<file path="config.mk">
export PLATFORM = sky130hd
export DESIGN_NAME = hlc_regs
export DESIGN_NICKNAME = d
export VERILOG_FILES = /design/src/core/hlc_pkg.sv /design/src/core/hlc_timer.sv /design/src/core/hlc_otp_mem.sv /design/src/core/hlc_regs.sv
export SDC_FILE = /design/constraint.sdc
export NUM_CORES = 1
export LEC_CHECK = 0
export BUFFER_PORTS_ARGS = -buffer_cell sky130_fd_sc_hd__buf_4
export CAP_MARGIN = 5
export CORE_UTILIZATION = 64
export CTS_CLUSTER_SIZE = 10
export DETAILED_ROUTE_END_ITERATION = 8
export PLACE_DENSITY_LB_ADDON = 0.05
export SKIP_LAST_GASP = 1
export SYNTH_ARGS = -nofsm -noshare
export SYNTH_HDL_FRONTEND = slang
export SYNTH_SLANG_ARGS = --single-unit
</file>
<file path="constraint.sdc">
create_clock -name CLK_SYS -period 13.21 [get_ports CLK_SYS]
set_input_delay 0.6605 -clock CLK_SYS [delete_from_list [all_inputs] [get_ports CLK_SYS]]
set_output_delay 0.6605 -clock CLK_SYS [all_outputs]
set_load 0.02 [all_outputs]
</file>
<file path="src/core/hlc_pkg.sv">
// Shared constants, field layouts and carrier types of the loop/OTP control bank
package hlc_pkg;
    // Register word indexes; the byte address is four times the index
    localparam logic [5:0] HLC_IDX_CTL4 = 6'h1E;
    localparam logic [5:0] HLC_IDX_CTL5 = 6'h1F;
    // Bus geometry
    localparam int HLC_AW = 8;
    localparam int HLC_DW = 32;
    // First register: field positions
    localparam int HLC_C4_ZC_LSB   = 6;
    localparam int HLC_C4_CAL_LSB  = 4;
    localparam int HLC_C4_STAT_BIT = 2;
    localparam int HLC_C4_PROG_BIT = 0;
    // Second register: field positions
    localparam int HLC_C5_ATT_LSB  = 6;
    localparam int HLC_C5_AUTO_BIT = 5;
    localparam int HLC_C5_PLAY_BIT = 4;
    localparam int HLC_C5_BLK_LSB  = 2;
    localparam int HLC_C5_DIS_LSB  = 0;
    // Reset values
    localparam logic [7:0] HLC_C4_RST = 8'h20;
    localparam logic [7:0] HLC_C5_RST = 8'h80;
    // Clock rate in kHz, used to turn times into cycles
    localparam longint HLC_CLK_KHZ = 25000;
    // Zero-cross windows in us (least times, rounded up)
    localparam longint HLC_ZC_US0 = 100;
    localparam longint HLC_ZC_US1 = 200;
    localparam longint HLC_ZC_US2 = 300;
    localparam longint HLC_ZC_US3 = 390;
    // Calibration durations in ms (the least of each range)
    localparam longint HLC_CAL_MS0 = 150;
    localparam longint HLC_CAL_MS1 = 250;
    localparam longint HLC_CAL_MS2 = 500;
    localparam longint HLC_CAL_MS3 = 1000;
    // Playback step intervals in ms
    localparam longint HLC_PLAY_MS0 = 5;
    localparam longint HLC_PLAY_MS1 = 1;
    // Open-loop period unit in units of 10 ns (98.46 us), rounded down
    localparam longint HLC_OL_UNIT_10NS = 9846;
    localparam int HLC_OL_UNIT_CYC = int'((HLC_OL_UNIT_10NS * HLC_CLK_KHZ) / 100000);
    // Base count of synchronisation attempts
    localparam logic [2:0] HLC_ATT_BASE = 3'h3;
    // Nonvolatile image: five configuration bytes
    localparam int HLC_OTP_WORDS = 5;
    localparam logic [2:0] HLC_OTP_LAST = 3'h4;
    localparam int HLC_TW = 25;
    // First register layout
    typedef struct packed {
        logic [1:0] zero_cross_window;
        logic [1:0] cal_duration;
        logic       rsv3;
        logic       otp_programmed;
        logic       rsv1;
        logic       otp_launch;
    } hlc_ctl4_t;
    // Second register layout
    typedef struct packed {
        logic [1:0] sync_attempt_limit;
        logic       auto_fallback_enable;
        logic       playback_fast;
        logic [1:0] sense_blank_hi;
        logic [1:0] current_dissipate_hi;
    } hlc_ctl5_t;
endpackage

</file>
<file path="src/core/hlc_timer.sv">
// Down-counter: busy for exactly len cycles, one-cycle done, optional reload
`timescale 1ns/100ps
module hlc_timer
    import hlc_pkg::*;
#(
    parameter int W = HLC_TW
)(
    input  wire logic         clk,
    input  wire logic         rst,
    input  wire logic         ce,
    input  wire logic         start,
    input  wire logic [W-1:0] len,
    output logic              busy,
    output logic              done
);
    logic [W-1:0] cnt;          // Cycles left
    logic [W-1:0] next_cnt;
    logic         next_busy;
    logic         next_done;

    // Load on start when idle; a start held in the last busy cycle reloads,
    // so a free-running period is exactly len cycles with no idle gap
    always_comb
    begin
        next_cnt  = cnt;
        next_busy = busy;
        next_done = 1'b0;
        if (busy)
        begin
            if (cnt == W'(1))
            begin
                next_done = 1'b1;
                // Reload without dropping busy
                if (start && len != '0)
                    next_cnt = len;
                else
                    next_busy = 1'b0;
            end
            else
                next_cnt = cnt - W'(1);
        end
        else if (start && len != '0)
        begin
            next_cnt  = len;
            next_busy = 1'b1;
        end
    end

    // State registers, frozen while ce is low
    always_ff @(posedge clk or posedge rst)
    begin
        if (rst)
        begin
            cnt  <= '0;
            busy <= 1'b0;
            done <= 1'b0;
        end
        else if (ce)
        begin
            cnt  <= next_cnt;
            busy <= next_busy;
            done <= next_done;
        end
    end
endmodule // hlc_timer

</file>
<file path="src/core/hlc_otp_mem.sv">
// Small nonvolatile image store; read data leave through a register
`timescale 1ns/100ps
module hlc_otp_mem
    import hlc_pkg::*;
(
    input  wire logic       clk,
    input  wire logic       rst,
    input  wire logic       ce,
    input  wire logic       we,
    input  wire logic [2:0] waddr,
    input  wire logic [7:0] wdata,
    input  wire logic [2:0] raddr,
    output logic [7:0]      rdata
);
    logic [7:0] mem [HLC_OTP_WORDS];   // Fused bytes
    logic [7:0] next_rdata;

    // Out-of-range reads return zero
    always_comb
    begin
        next_rdata = (int'(raddr) < HLC_OTP_WORDS) ? mem[raddr] : 8'h00;
    end

    // Writes and registered read
    always_ff @(posedge clk or posedge rst)
    begin
        if (rst)
        begin
            rdata <= 8'h00;
            for (int i = 0; i < HLC_OTP_WORDS; i++)
                mem[i] <= 8'h00;
        end
        else if (ce)
        begin
            rdata <= next_rdata;
            if (we && int'(waddr) < HLC_OTP_WORDS)
                mem[waddr] <= wdata;
        end
    end
endmodule // hlc_otp_mem

</file>
<file path="src/core/hlc_regs.sv">
// Loop timing, fallback, playback and OTP control bank behind a Wishbone slave
// Summary of operation
// - Window code picks 100/200/300/390 us minimum
// - Calibration code picks 150/250/500/1000 ms run
// - Bit 2 reads one once OTP programmed
// - Launch bit copies configuration bytes into OTP
// - OTP programming succeeds only once between resets
// - Fallback after 3 to 6 failed attempts
// - Fallback bit enables open loop without back-EMF
// - Playback step every 5 ms or 1 ms
// - Bits 3-2 are blanking period high bits
// - Bits 1-0 are dissipation period high bits
// - Open-loop period is field times 98.46 us
`timescale 1ns/100ps
module hlc_regs
    import hlc_pkg::*;
#(
    parameter int ZC_CYC0   = int'((HLC_ZC_US0 * HLC_CLK_KHZ + 999) / 1000),
    parameter int ZC_CYC1   = int'((HLC_ZC_US1 * HLC_CLK_KHZ + 999) / 1000),
    parameter int ZC_CYC2   = int'((HLC_ZC_US2 * HLC_CLK_KHZ + 999) / 1000),
    parameter int ZC_CYC3   = int'((HLC_ZC_US3 * HLC_CLK_KHZ + 999) / 1000),
    parameter int CAL_CYC0  = int'(HLC_CAL_MS0 * HLC_CLK_KHZ),
    parameter int CAL_CYC1  = int'(HLC_CAL_MS1 * HLC_CLK_KHZ),
    parameter int CAL_CYC2  = int'(HLC_CAL_MS2 * HLC_CLK_KHZ),
    parameter int CAL_CYC3  = int'(HLC_CAL_MS3 * HLC_CLK_KHZ),
    parameter int PLAY_CYC0 = int'(HLC_PLAY_MS0 * HLC_CLK_KHZ),
    parameter int PLAY_CYC1 = int'(HLC_PLAY_MS1 * HLC_CLK_KHZ)
)(
    input  wire logic              CLK_SYS,
    input  wire logic              RST,
    input  wire logic              CE,
    // Wishbone classic slave
    input  wire logic              CYC_I,
    input  wire logic              STB_I,
    input  wire logic              WE_I,
    input  wire logic [HLC_AW-1:0] ADR_I,
    input  wire logic [3:0]        SEL_I,
    input  wire logic [HLC_DW-1:0] DAT_I,
    output logic [HLC_DW-1:0]      DAT_O,
    output logic                   ACK_O,
    // Drive engine side
    input  wire logic              LRA_MODE,
    input  wire logic              CYCLE_TICK,
    input  wire logic              BEMF_SEEN,
    input  wire logic              ZC_START,
    input  wire logic              CAL_START,
    input  wire logic              PLAY_EN,
    input  wire logic [6:0]        FIXED_DRIVE_PERIOD,
    input  wire logic [1:0]        SENSE_BLANK_LO,
    input  wire logic [1:0]        CURRENT_DISSIPATE_LO,
    input  wire logic [39:0]       CFG_IMAGE,
    input  wire logic [2:0]        OTP_RD_ADDR,
    output logic [7:0]             OTP_RD_DATA,
    output logic                   ZC_WINDOW_BUSY,
    output logic                   CAL_BUSY,
    output logic                   PLAY_STEP,
    output logic                   OPEN_LOOP,
    output logic                   OL_DRIVE_TICK,
    output logic [3:0]             SENSE_BLANK_PERIOD,
    output logic [3:0]             CURRENT_DISSIPATE_PERIOD
);
    // OTP programming sequence
    typedef enum logic [1:0] {OTP_IDLE, OTP_COPY, OTP_DONE} hlc_otp_st_t;

    hlc_ctl4_t   ctl4;             // First register
    hlc_ctl5_t   ctl5;             // Second register
    hlc_ctl4_t   next_ctl4;
    hlc_ctl5_t   next_ctl5;
    logic [HLC_DW-1:0] next_dat;
    logic        next_ack;
    hlc_otp_st_t otp_st;           // Programming state
    hlc_otp_st_t next_otp_st;
    logic [2:0]  otp_idx;          // Byte being fused
    logic [2:0]  next_otp_idx;
    logic        otp_we;           // Store strobe this cycle
    logic [2:0]  miss_cnt;         // Drive cycles without back-EMF
    logic [2:0]  next_miss_cnt;
    logic        next_open;
    logic [3:0]  next_blank;
    logic [3:0]  next_diss;
    logic        play_busy;
    logic        ol_busy;
    logic        wr_req;           // Write taken this cycle
    logic        rd_ok;            // Index lands on a register
    logic [5:0]  idx;              // Word index of the access
    logic        fb_armed;         // Fallback armed at the shortest limit

    // Attempt limit: code plus three
    function automatic logic [2:0] att_limit(input logic [1:0] code);
        return HLC_ATT_BASE + {1'b0, code};
    endfunction

    // Zero-cross window length for a code
    function automatic logic [HLC_TW-1:0] zc_len(input logic [1:0] code);
        unique case (code)
            2'h0: return HLC_TW'(ZC_CYC0);
            2'h1: return HLC_TW'(ZC_CYC1);
            2'h2: return HLC_TW'(ZC_CYC2);
            2'h3: return HLC_TW'(ZC_CYC3);
        endcase
    endfunction

    // Calibration length for a code
    function automatic logic [HLC_TW-1:0] cal_len(input logic [1:0] code);
        unique case (code)
            2'h0: return HLC_TW'(CAL_CYC0);
            2'h1: return HLC_TW'(CAL_CYC1);
            2'h2: return HLC_TW'(CAL_CYC2);
            2'h3: return HLC_TW'(CAL_CYC3);
        endcase
    endfunction

    assign idx    = ADR_I[HLC_AW-1:2];
    assign wr_req = CYC_I && STB_I && WE_I && !ACK_O && SEL_I[0];
    assign rd_ok  = (idx == HLC_IDX_CTL4) || (idx == HLC_IDX_CTL5);
    assign fb_armed = ctl5.auto_fallback_enable && LRA_MODE
                      && ctl5.sync_attempt_limit == 2'h0;

    // Bus answer: one ack per request, a cycle after it is seen
    always_comb
    begin
        next_ack = CYC_I && STB_I && !ACK_O;
        next_dat = '0;
        if (idx == HLC_IDX_CTL4)
            next_dat[7:0] = ctl4;
        else if (idx == HLC_IDX_CTL5)
            next_dat[7:0] = ctl5;
    end

    // Register writes and the OTP sequence
    always_comb
    begin
        next_ctl4    = ctl4;
        next_ctl5    = ctl5;
        next_otp_st  = otp_st;
        next_otp_idx = otp_idx;
        otp_we       = 1'b0;
        if (wr_req && idx == HLC_IDX_CTL4)
        begin
            next_ctl4.zero_cross_window = DAT_I[HLC_C4_ZC_LSB +: 2];
            next_ctl4.cal_duration      = DAT_I[HLC_C4_CAL_LSB +: 2];
            if (otp_st == OTP_IDLE && DAT_I[HLC_C4_PROG_BIT])
            begin
                next_ctl4.otp_launch = 1'b1;
                next_otp_st          = OTP_COPY;
                next_otp_idx         = 3'h0;
            end
        end
        if (wr_req && idx == HLC_IDX_CTL5)
            next_ctl5 = DAT_I[7:0];
        // Copy one byte per cycle; launch bit stays set until done
        if (otp_st == OTP_COPY)
        begin
            otp_we = 1'b1;
            if (otp_idx == HLC_OTP_LAST)
            begin
                next_ctl4.otp_programmed = 1'b1;
                next_ctl4.otp_launch     = 1'b0;
                next_otp_st              = OTP_DONE;
            end
            else
                next_otp_idx = otp_idx + 3'h1;
        end
        next_ctl4.rsv3 = 1'b0;
        next_ctl4.rsv1 = 1'b0;
    end

    // Fallback decision and period concatenation
    always_comb
    begin
        next_miss_cnt = miss_cnt;
        next_open     = OPEN_LOOP;
        next_blank    = {ctl5.sense_blank_hi, SENSE_BLANK_LO};
        next_diss     = {ctl5.current_dissipate_hi, CURRENT_DISSIPATE_LO};
        if (!ctl5.auto_fallback_enable || !LRA_MODE)
        begin
            next_miss_cnt = 3'h0;
            next_open     = 1'b0;
        end
        else if (CYCLE_TICK)
        begin
            if (BEMF_SEEN)
            begin
                next_miss_cnt = 3'h0;
                next_open     = 1'b0;
            end
            else if (miss_cnt + 3'h1 >= att_limit(ctl5.sync_attempt_limit))
            begin
                next_miss_cnt = att_limit(ctl5.sync_attempt_limit);
                next_open     = 1'b1;
            end
            else
                next_miss_cnt = miss_cnt + 3'h1;
        end
    end

    // All state of the top, frozen while CE is low
    always_ff @(posedge CLK_SYS or posedge RST)
    begin
        if (RST)
        begin
            ctl4                     <= HLC_C4_RST;
            ctl5                     <= HLC_C5_RST;
            DAT_O                    <= '0;
            ACK_O                    <= 1'b0;
            otp_st                   <= OTP_IDLE;
            otp_idx                  <= 3'h0;
            miss_cnt                 <= 3'h0;
            OPEN_LOOP                <= 1'b0;
            SENSE_BLANK_PERIOD       <= 4'h0;
            CURRENT_DISSIPATE_PERIOD <= 4'h0;
        end
        else if (CE)
        begin
            ctl4                     <= next_ctl4;
            ctl5                     <= next_ctl5;
            DAT_O                    <= next_dat;
            ACK_O                    <= next_ack;
            otp_st                   <= next_otp_st;
            otp_idx                  <= next_otp_idx;
            miss_cnt                 <= next_miss_cnt;
            OPEN_LOOP                <= next_open;
            SENSE_BLANK_PERIOD       <= next_blank;
            CURRENT_DISSIPATE_PERIOD <= next_diss;
        end
    end

    // Fused image; CFG_IMAGE byte 0 is the lowest configuration address
    hlc_otp_mem u_otp (
        .clk   (CLK_SYS),
        .rst   (RST),
        .ce    (CE),
        .we    (otp_we),
        .waddr (otp_idx),
        .wdata (CFG_IMAGE[otp_idx*8 +: 8]),
        .raddr (OTP_RD_ADDR),
        .rdata (OTP_RD_DATA)
    );

    hlc_timer u_zc (
        .clk   (CLK_SYS),
        .rst   (RST),
        .ce    (CE),
        .start (ZC_START && !ZC_WINDOW_BUSY),
        .len   (zc_len(ctl4.zero_cross_window)),
        .busy  (ZC_WINDOW_BUSY),
        .done  ()
    );

    hlc_timer u_cal (
        .clk   (CLK_SYS),
        .rst   (RST),
        .ce    (CE),
        .start (CAL_START && !CAL_BUSY),
        .len   (cal_len(ctl4.cal_duration)),
        .busy  (CAL_BUSY),
        .done  ()
    );

    // playback step interval; restarts itself while enabled
    // Reload rides on the last busy cycle, so no idle cycle stretches the step
    hlc_timer u_play (
        .clk   (CLK_SYS),
        .rst   (RST),
        .ce    (CE),
        .start (PLAY_EN),
        .len   (ctl5.playback_fast ? HLC_TW'(PLAY_CYC1) : HLC_TW'(PLAY_CYC0)),
        .busy  (play_busy),
        .done  (PLAY_STEP)
    );

    // open-loop drive period; a zero field gives no ticks
    hlc_timer u_ol (
        .clk   (CLK_SYS),
        .rst   (RST),
        .ce    (CE),
        .start (OPEN_LOOP),
        .len   (HLC_TW'(FIXED_DRIVE_PERIOD) * HLC_TW'(HLC_OL_UNIT_CYC)),
        .busy  (ol_busy),
        .done  (OL_DRIVE_TICK)
    );
endmodule // hlc_regs

</file>
==> results.cfg <==
[clock_tree]
clockRootBuffer = clkbuf_16
post-cts-setup-buffers = 0
clock_sinks = 194
htree_num_levels = 4
cts_tree = yes
cts_inserted_buffers = 17
cts.hold.buffers_added = 0
cts.repair.resized = 0
cts.reportedPaths.clkPinSlew_ns = 0.08
clock_tree.buffer_depth = 2
worst_skew_pair.late_latency_ns = 0.45

[power_and_ir_drop]
power.share.combinational_pct = 30.1
power.clock.fraction_pct = 28.5
seq_power_share_pct = 41.3
net_switching_share_of_the_total_power_pct = 37.54
pwr_dens_nw_per_um2 = 132.6
static-leakage-power_nw = 6.222
internal_dissipation_w = 0.001149
p_switching_w = 0.0006909
power.ir.vdd_worst_v = 0.00009815

[worst_setup_path]
r2r_start = u_cal.cnt[7]
path_class = primary input to flop
regToRegSetupSlack_ns = 9.82
r2r.worst_path.cells = 8
critical_path_endpoint_category = flop
critical_path.startpoint_type = primary input
crit_required_ns = 13.50
r2r_end = u_cal.cnt[22]
worstPathMaxFanout = 8
cp.arrival_ns = 5.84

[synthesis]
netlist_area_sq_um = 12390
postSynthAreaPerCell_sq_um = 8.927
synth.area.top_cells = dfrtp_1 39%, ha_1 7.7%, o21ai_0 6.7%
dominant_combinational_cell_family_by_area_after_synthesis = compound AO/OA/AOI/OAI gates
synthDistinctLibCells = 76
ys_seq_area_share_pct = 39.20
postSynthCellCount = 1388
synthesized_area_fraction_occupied_by_xor_and_xnor_cells_pct = 0.7069
synth-seq-cells = 194
asyncSetResetFlopFracSynth_pct = 100.0
synth_compound_area_share_pct = 20.59
synth_flop_cell = dfrtp_1
post_synth_and_or_nand_nor_area_fraction_pct = 18.61
synth_edf_count = 0
yosysTopAreaCell = dfrtp_1
post-synth-top-area-fraction_pct = 38.78
yosys.area_share.adder_pct = 10.10
yosys_warnings = 0
synth_mux_area_share_pct = 5.443

[timing]
setup_total_negative_slack_ns = 0
worst_margin_slew_ns = 0.9703
slew_headroom_pct = 35.31
timing.fmax_mhz = 180.1
fin_skew_ns = 0.01275
timing.final.max_slew_violations = 0
finalCriticalPeriod_ns = 5.551
timing_hold_violations_final = 0
setup_repair_after_global_routing_missed_its_margin = no
finalSetupViolCount = 0
min_period_over_period_pct = 42.02

[layout]
num_antenna_cells = 0
fin_nets = 1666
finalNonFillerCells = 1738
final_cell_mix = 192 x dfrtp_1, 168 x nand2_1, 164 x o21ai_0
layout_commonest_cell = dfrtp_1
area.growth.synth_to_final_pct = 12.00
post_route_cells_drive_above_1_share_pct = 13.53
finalCoreUtilization_pct = 73.69

[grt]
first_global_vias = 10240
antenna_violations_before_repair = 0
grt_start_max_net_pins = 119
all_layer_gr_usage_pct = 30.56
first_pass_grt_wire_length_microns = 49220
globalRouteOverflowTotal = 0

[routing]
post_drt_wl_per_cell_microns = 16.71
drt_pass1_iterations = 6
drt-initial-drc-count = 626
dr_total_vias = 10720
detail-route-antenna-nets = 0
postRouteWirelength_microns = 29040
drt_drc_violations_left = 0
vias_per_cell = 6.168

[floorplanning]
die-width_microns = 141.1
chipHeight_microns = 141.1
initial_utilization_pct = 65.80
core_area_sq_um = 18830
i_o_pin_count = 164
placementRows = 50
fp.dieArea_sq_um = 19920

[placement]
io_buffers = 110
place.gp.congestion = 0.8873
place_inst = 1706
place.detailed.hpwl_microns = 20280

[min_path]
hp-class = primary input to asynchronous set/reset pin

[flow_run]
maxCapViolations = 0

[run_status]
run_status = finished clean
[logic make-up after synthesis]
kind of cell | after synthesis
AOI/OAI and AO/OA | 407
xor gates and xnor gates | 10
adders and majority gates | 91
buffers and inverters | 147
DFF | 194
muxes | 50
other | 1
and+or+nand+nor | 488
[per-stage QoR]
stage	worst slack [ns]	power, W	hold slack, ns	area [sq um]
2_1_floorplan	7.269	0.001170	0.4389	12480
3_3_place_gp	7.193	0.001292	0.4569	13270
3_5_place_dp	7.224	0.001310	0.4673	13270
4_1_cts	7.653	0.001838	0.4069	13880
5_1_grt	7.277	0.001951	0.4432	13880
6_report	7.659	0.001840	0.3621	13880
[worst max-delay path, cell delays in order]
cell	delay (ns)
buf_4	0.15
fa_1	0.53
inv_1	0.05
fa_1	0.49
inv_1	0.04
ha_1	0.26
inv_1	0.05
fa_1	0.49
inv_1	0.04
ha_1	0.39
and3_1	0.20
a221oi_1	0.63
o211a_1	0.33
nor2_1	0.06
a211oi_1	0.36
and2_1	0.32
a31oi_1	0.18
o21ai_1	0.45
a221oi_1	0.17
[worst max path at each step]
stage / from / to / slack, ns / cells after the start
2_1_floorplan: RST / ACK_O / 7.27 / 1
3_3_place_gp: FIXED_DRIVE_PERIOD[4] / u_ol.cnt[1] / 7.19 / 19
3_5_place_dp: FIXED_DRIVE_PERIOD[4] / u_ol.cnt[1] / 7.22 / 19
4_1_cts: FIXED_DRIVE_PERIOD[4] / u_ol.cnt[1] / 7.65 / 19
5_1_grt: FIXED_DRIVE_PERIOD[4] / u_ol.cnt[1] / 7.28 / 19
6_report: FIXED_DRIVE_PERIOD[4] / u_ol.cnt[1] / 7.66 / 19
[power groups by stage]
stage / clock, W / combinational (W) / sequential [W]
floorplan: 0 / 0.000421 / 0.000749
global placement: 0 / 0.000528 / 0.000764
detailed placement: 0 / 0.000543 / 0.000767
CTS: 0.000532 / 0.000549 / 0.000757
global route: 0.000556 / 0.000623 / 0.000773
finish: 0.000525 / 0.000554 / 0.000761
[cells in the mapped netlist, types with 18 or more instances]
cell type and instances:
o21ai_0 165, ha_1 76, nand2_1 168, mux2i_1 19, nor2_1 120, nor3_1 43
nand3_1 38, inv_1 66, mux2_2 19, a22o_1 29, dfrtp_1 192, clkbuf_1 48
nor4_1 18, o31ai_1 20, buf_4 24, a21oi_1 66
[registers in the layout, summed over array words and instances (netlist names), 2 cells and up, named ones only]
register / cells
otp_st: 2
ctl4: 6
u_ol.cnt: 25
DAT_O: 8
miss_cnt: 3
u_play.cnt: 25
u_otp.rdata: 8
otp_idx: 2
u_cal.cnt: 25
ctl5: 8
SENSE_BLANK_PERIOD: 4
CURRENT_DISSIPATE_PERIOD: 4
u_zc.cnt: 25
u_otp.mem: 40
[final cells by class]
cell class	count	area (sq um)
Fill cell	1401	4954
Clock inverter	15	186.4
Tap cell	260	325.3
Inverter	67	259.0
Sequential cell	194	4857
Timing Repair Buffer	115	863.3
Multi-Input combinational cell	1070	6960
Clock buffer	17	425.4
[per-layer routing]
metal / part of all wire, % / wire length [microns] / vias up / GRT usage (%)
li1: - / - / 5168 / -
met1: 44 / 12700 / 5117 / 41.03
met2: 48 / 14000 / 390 / 51.02
met3: 6.2 / 1805 / 45 / 5.197
met4: 1.8 / 537 / 0 / 8.810
met5: 0 / 0 / - / 0
(Power assumes the default switching activity.)
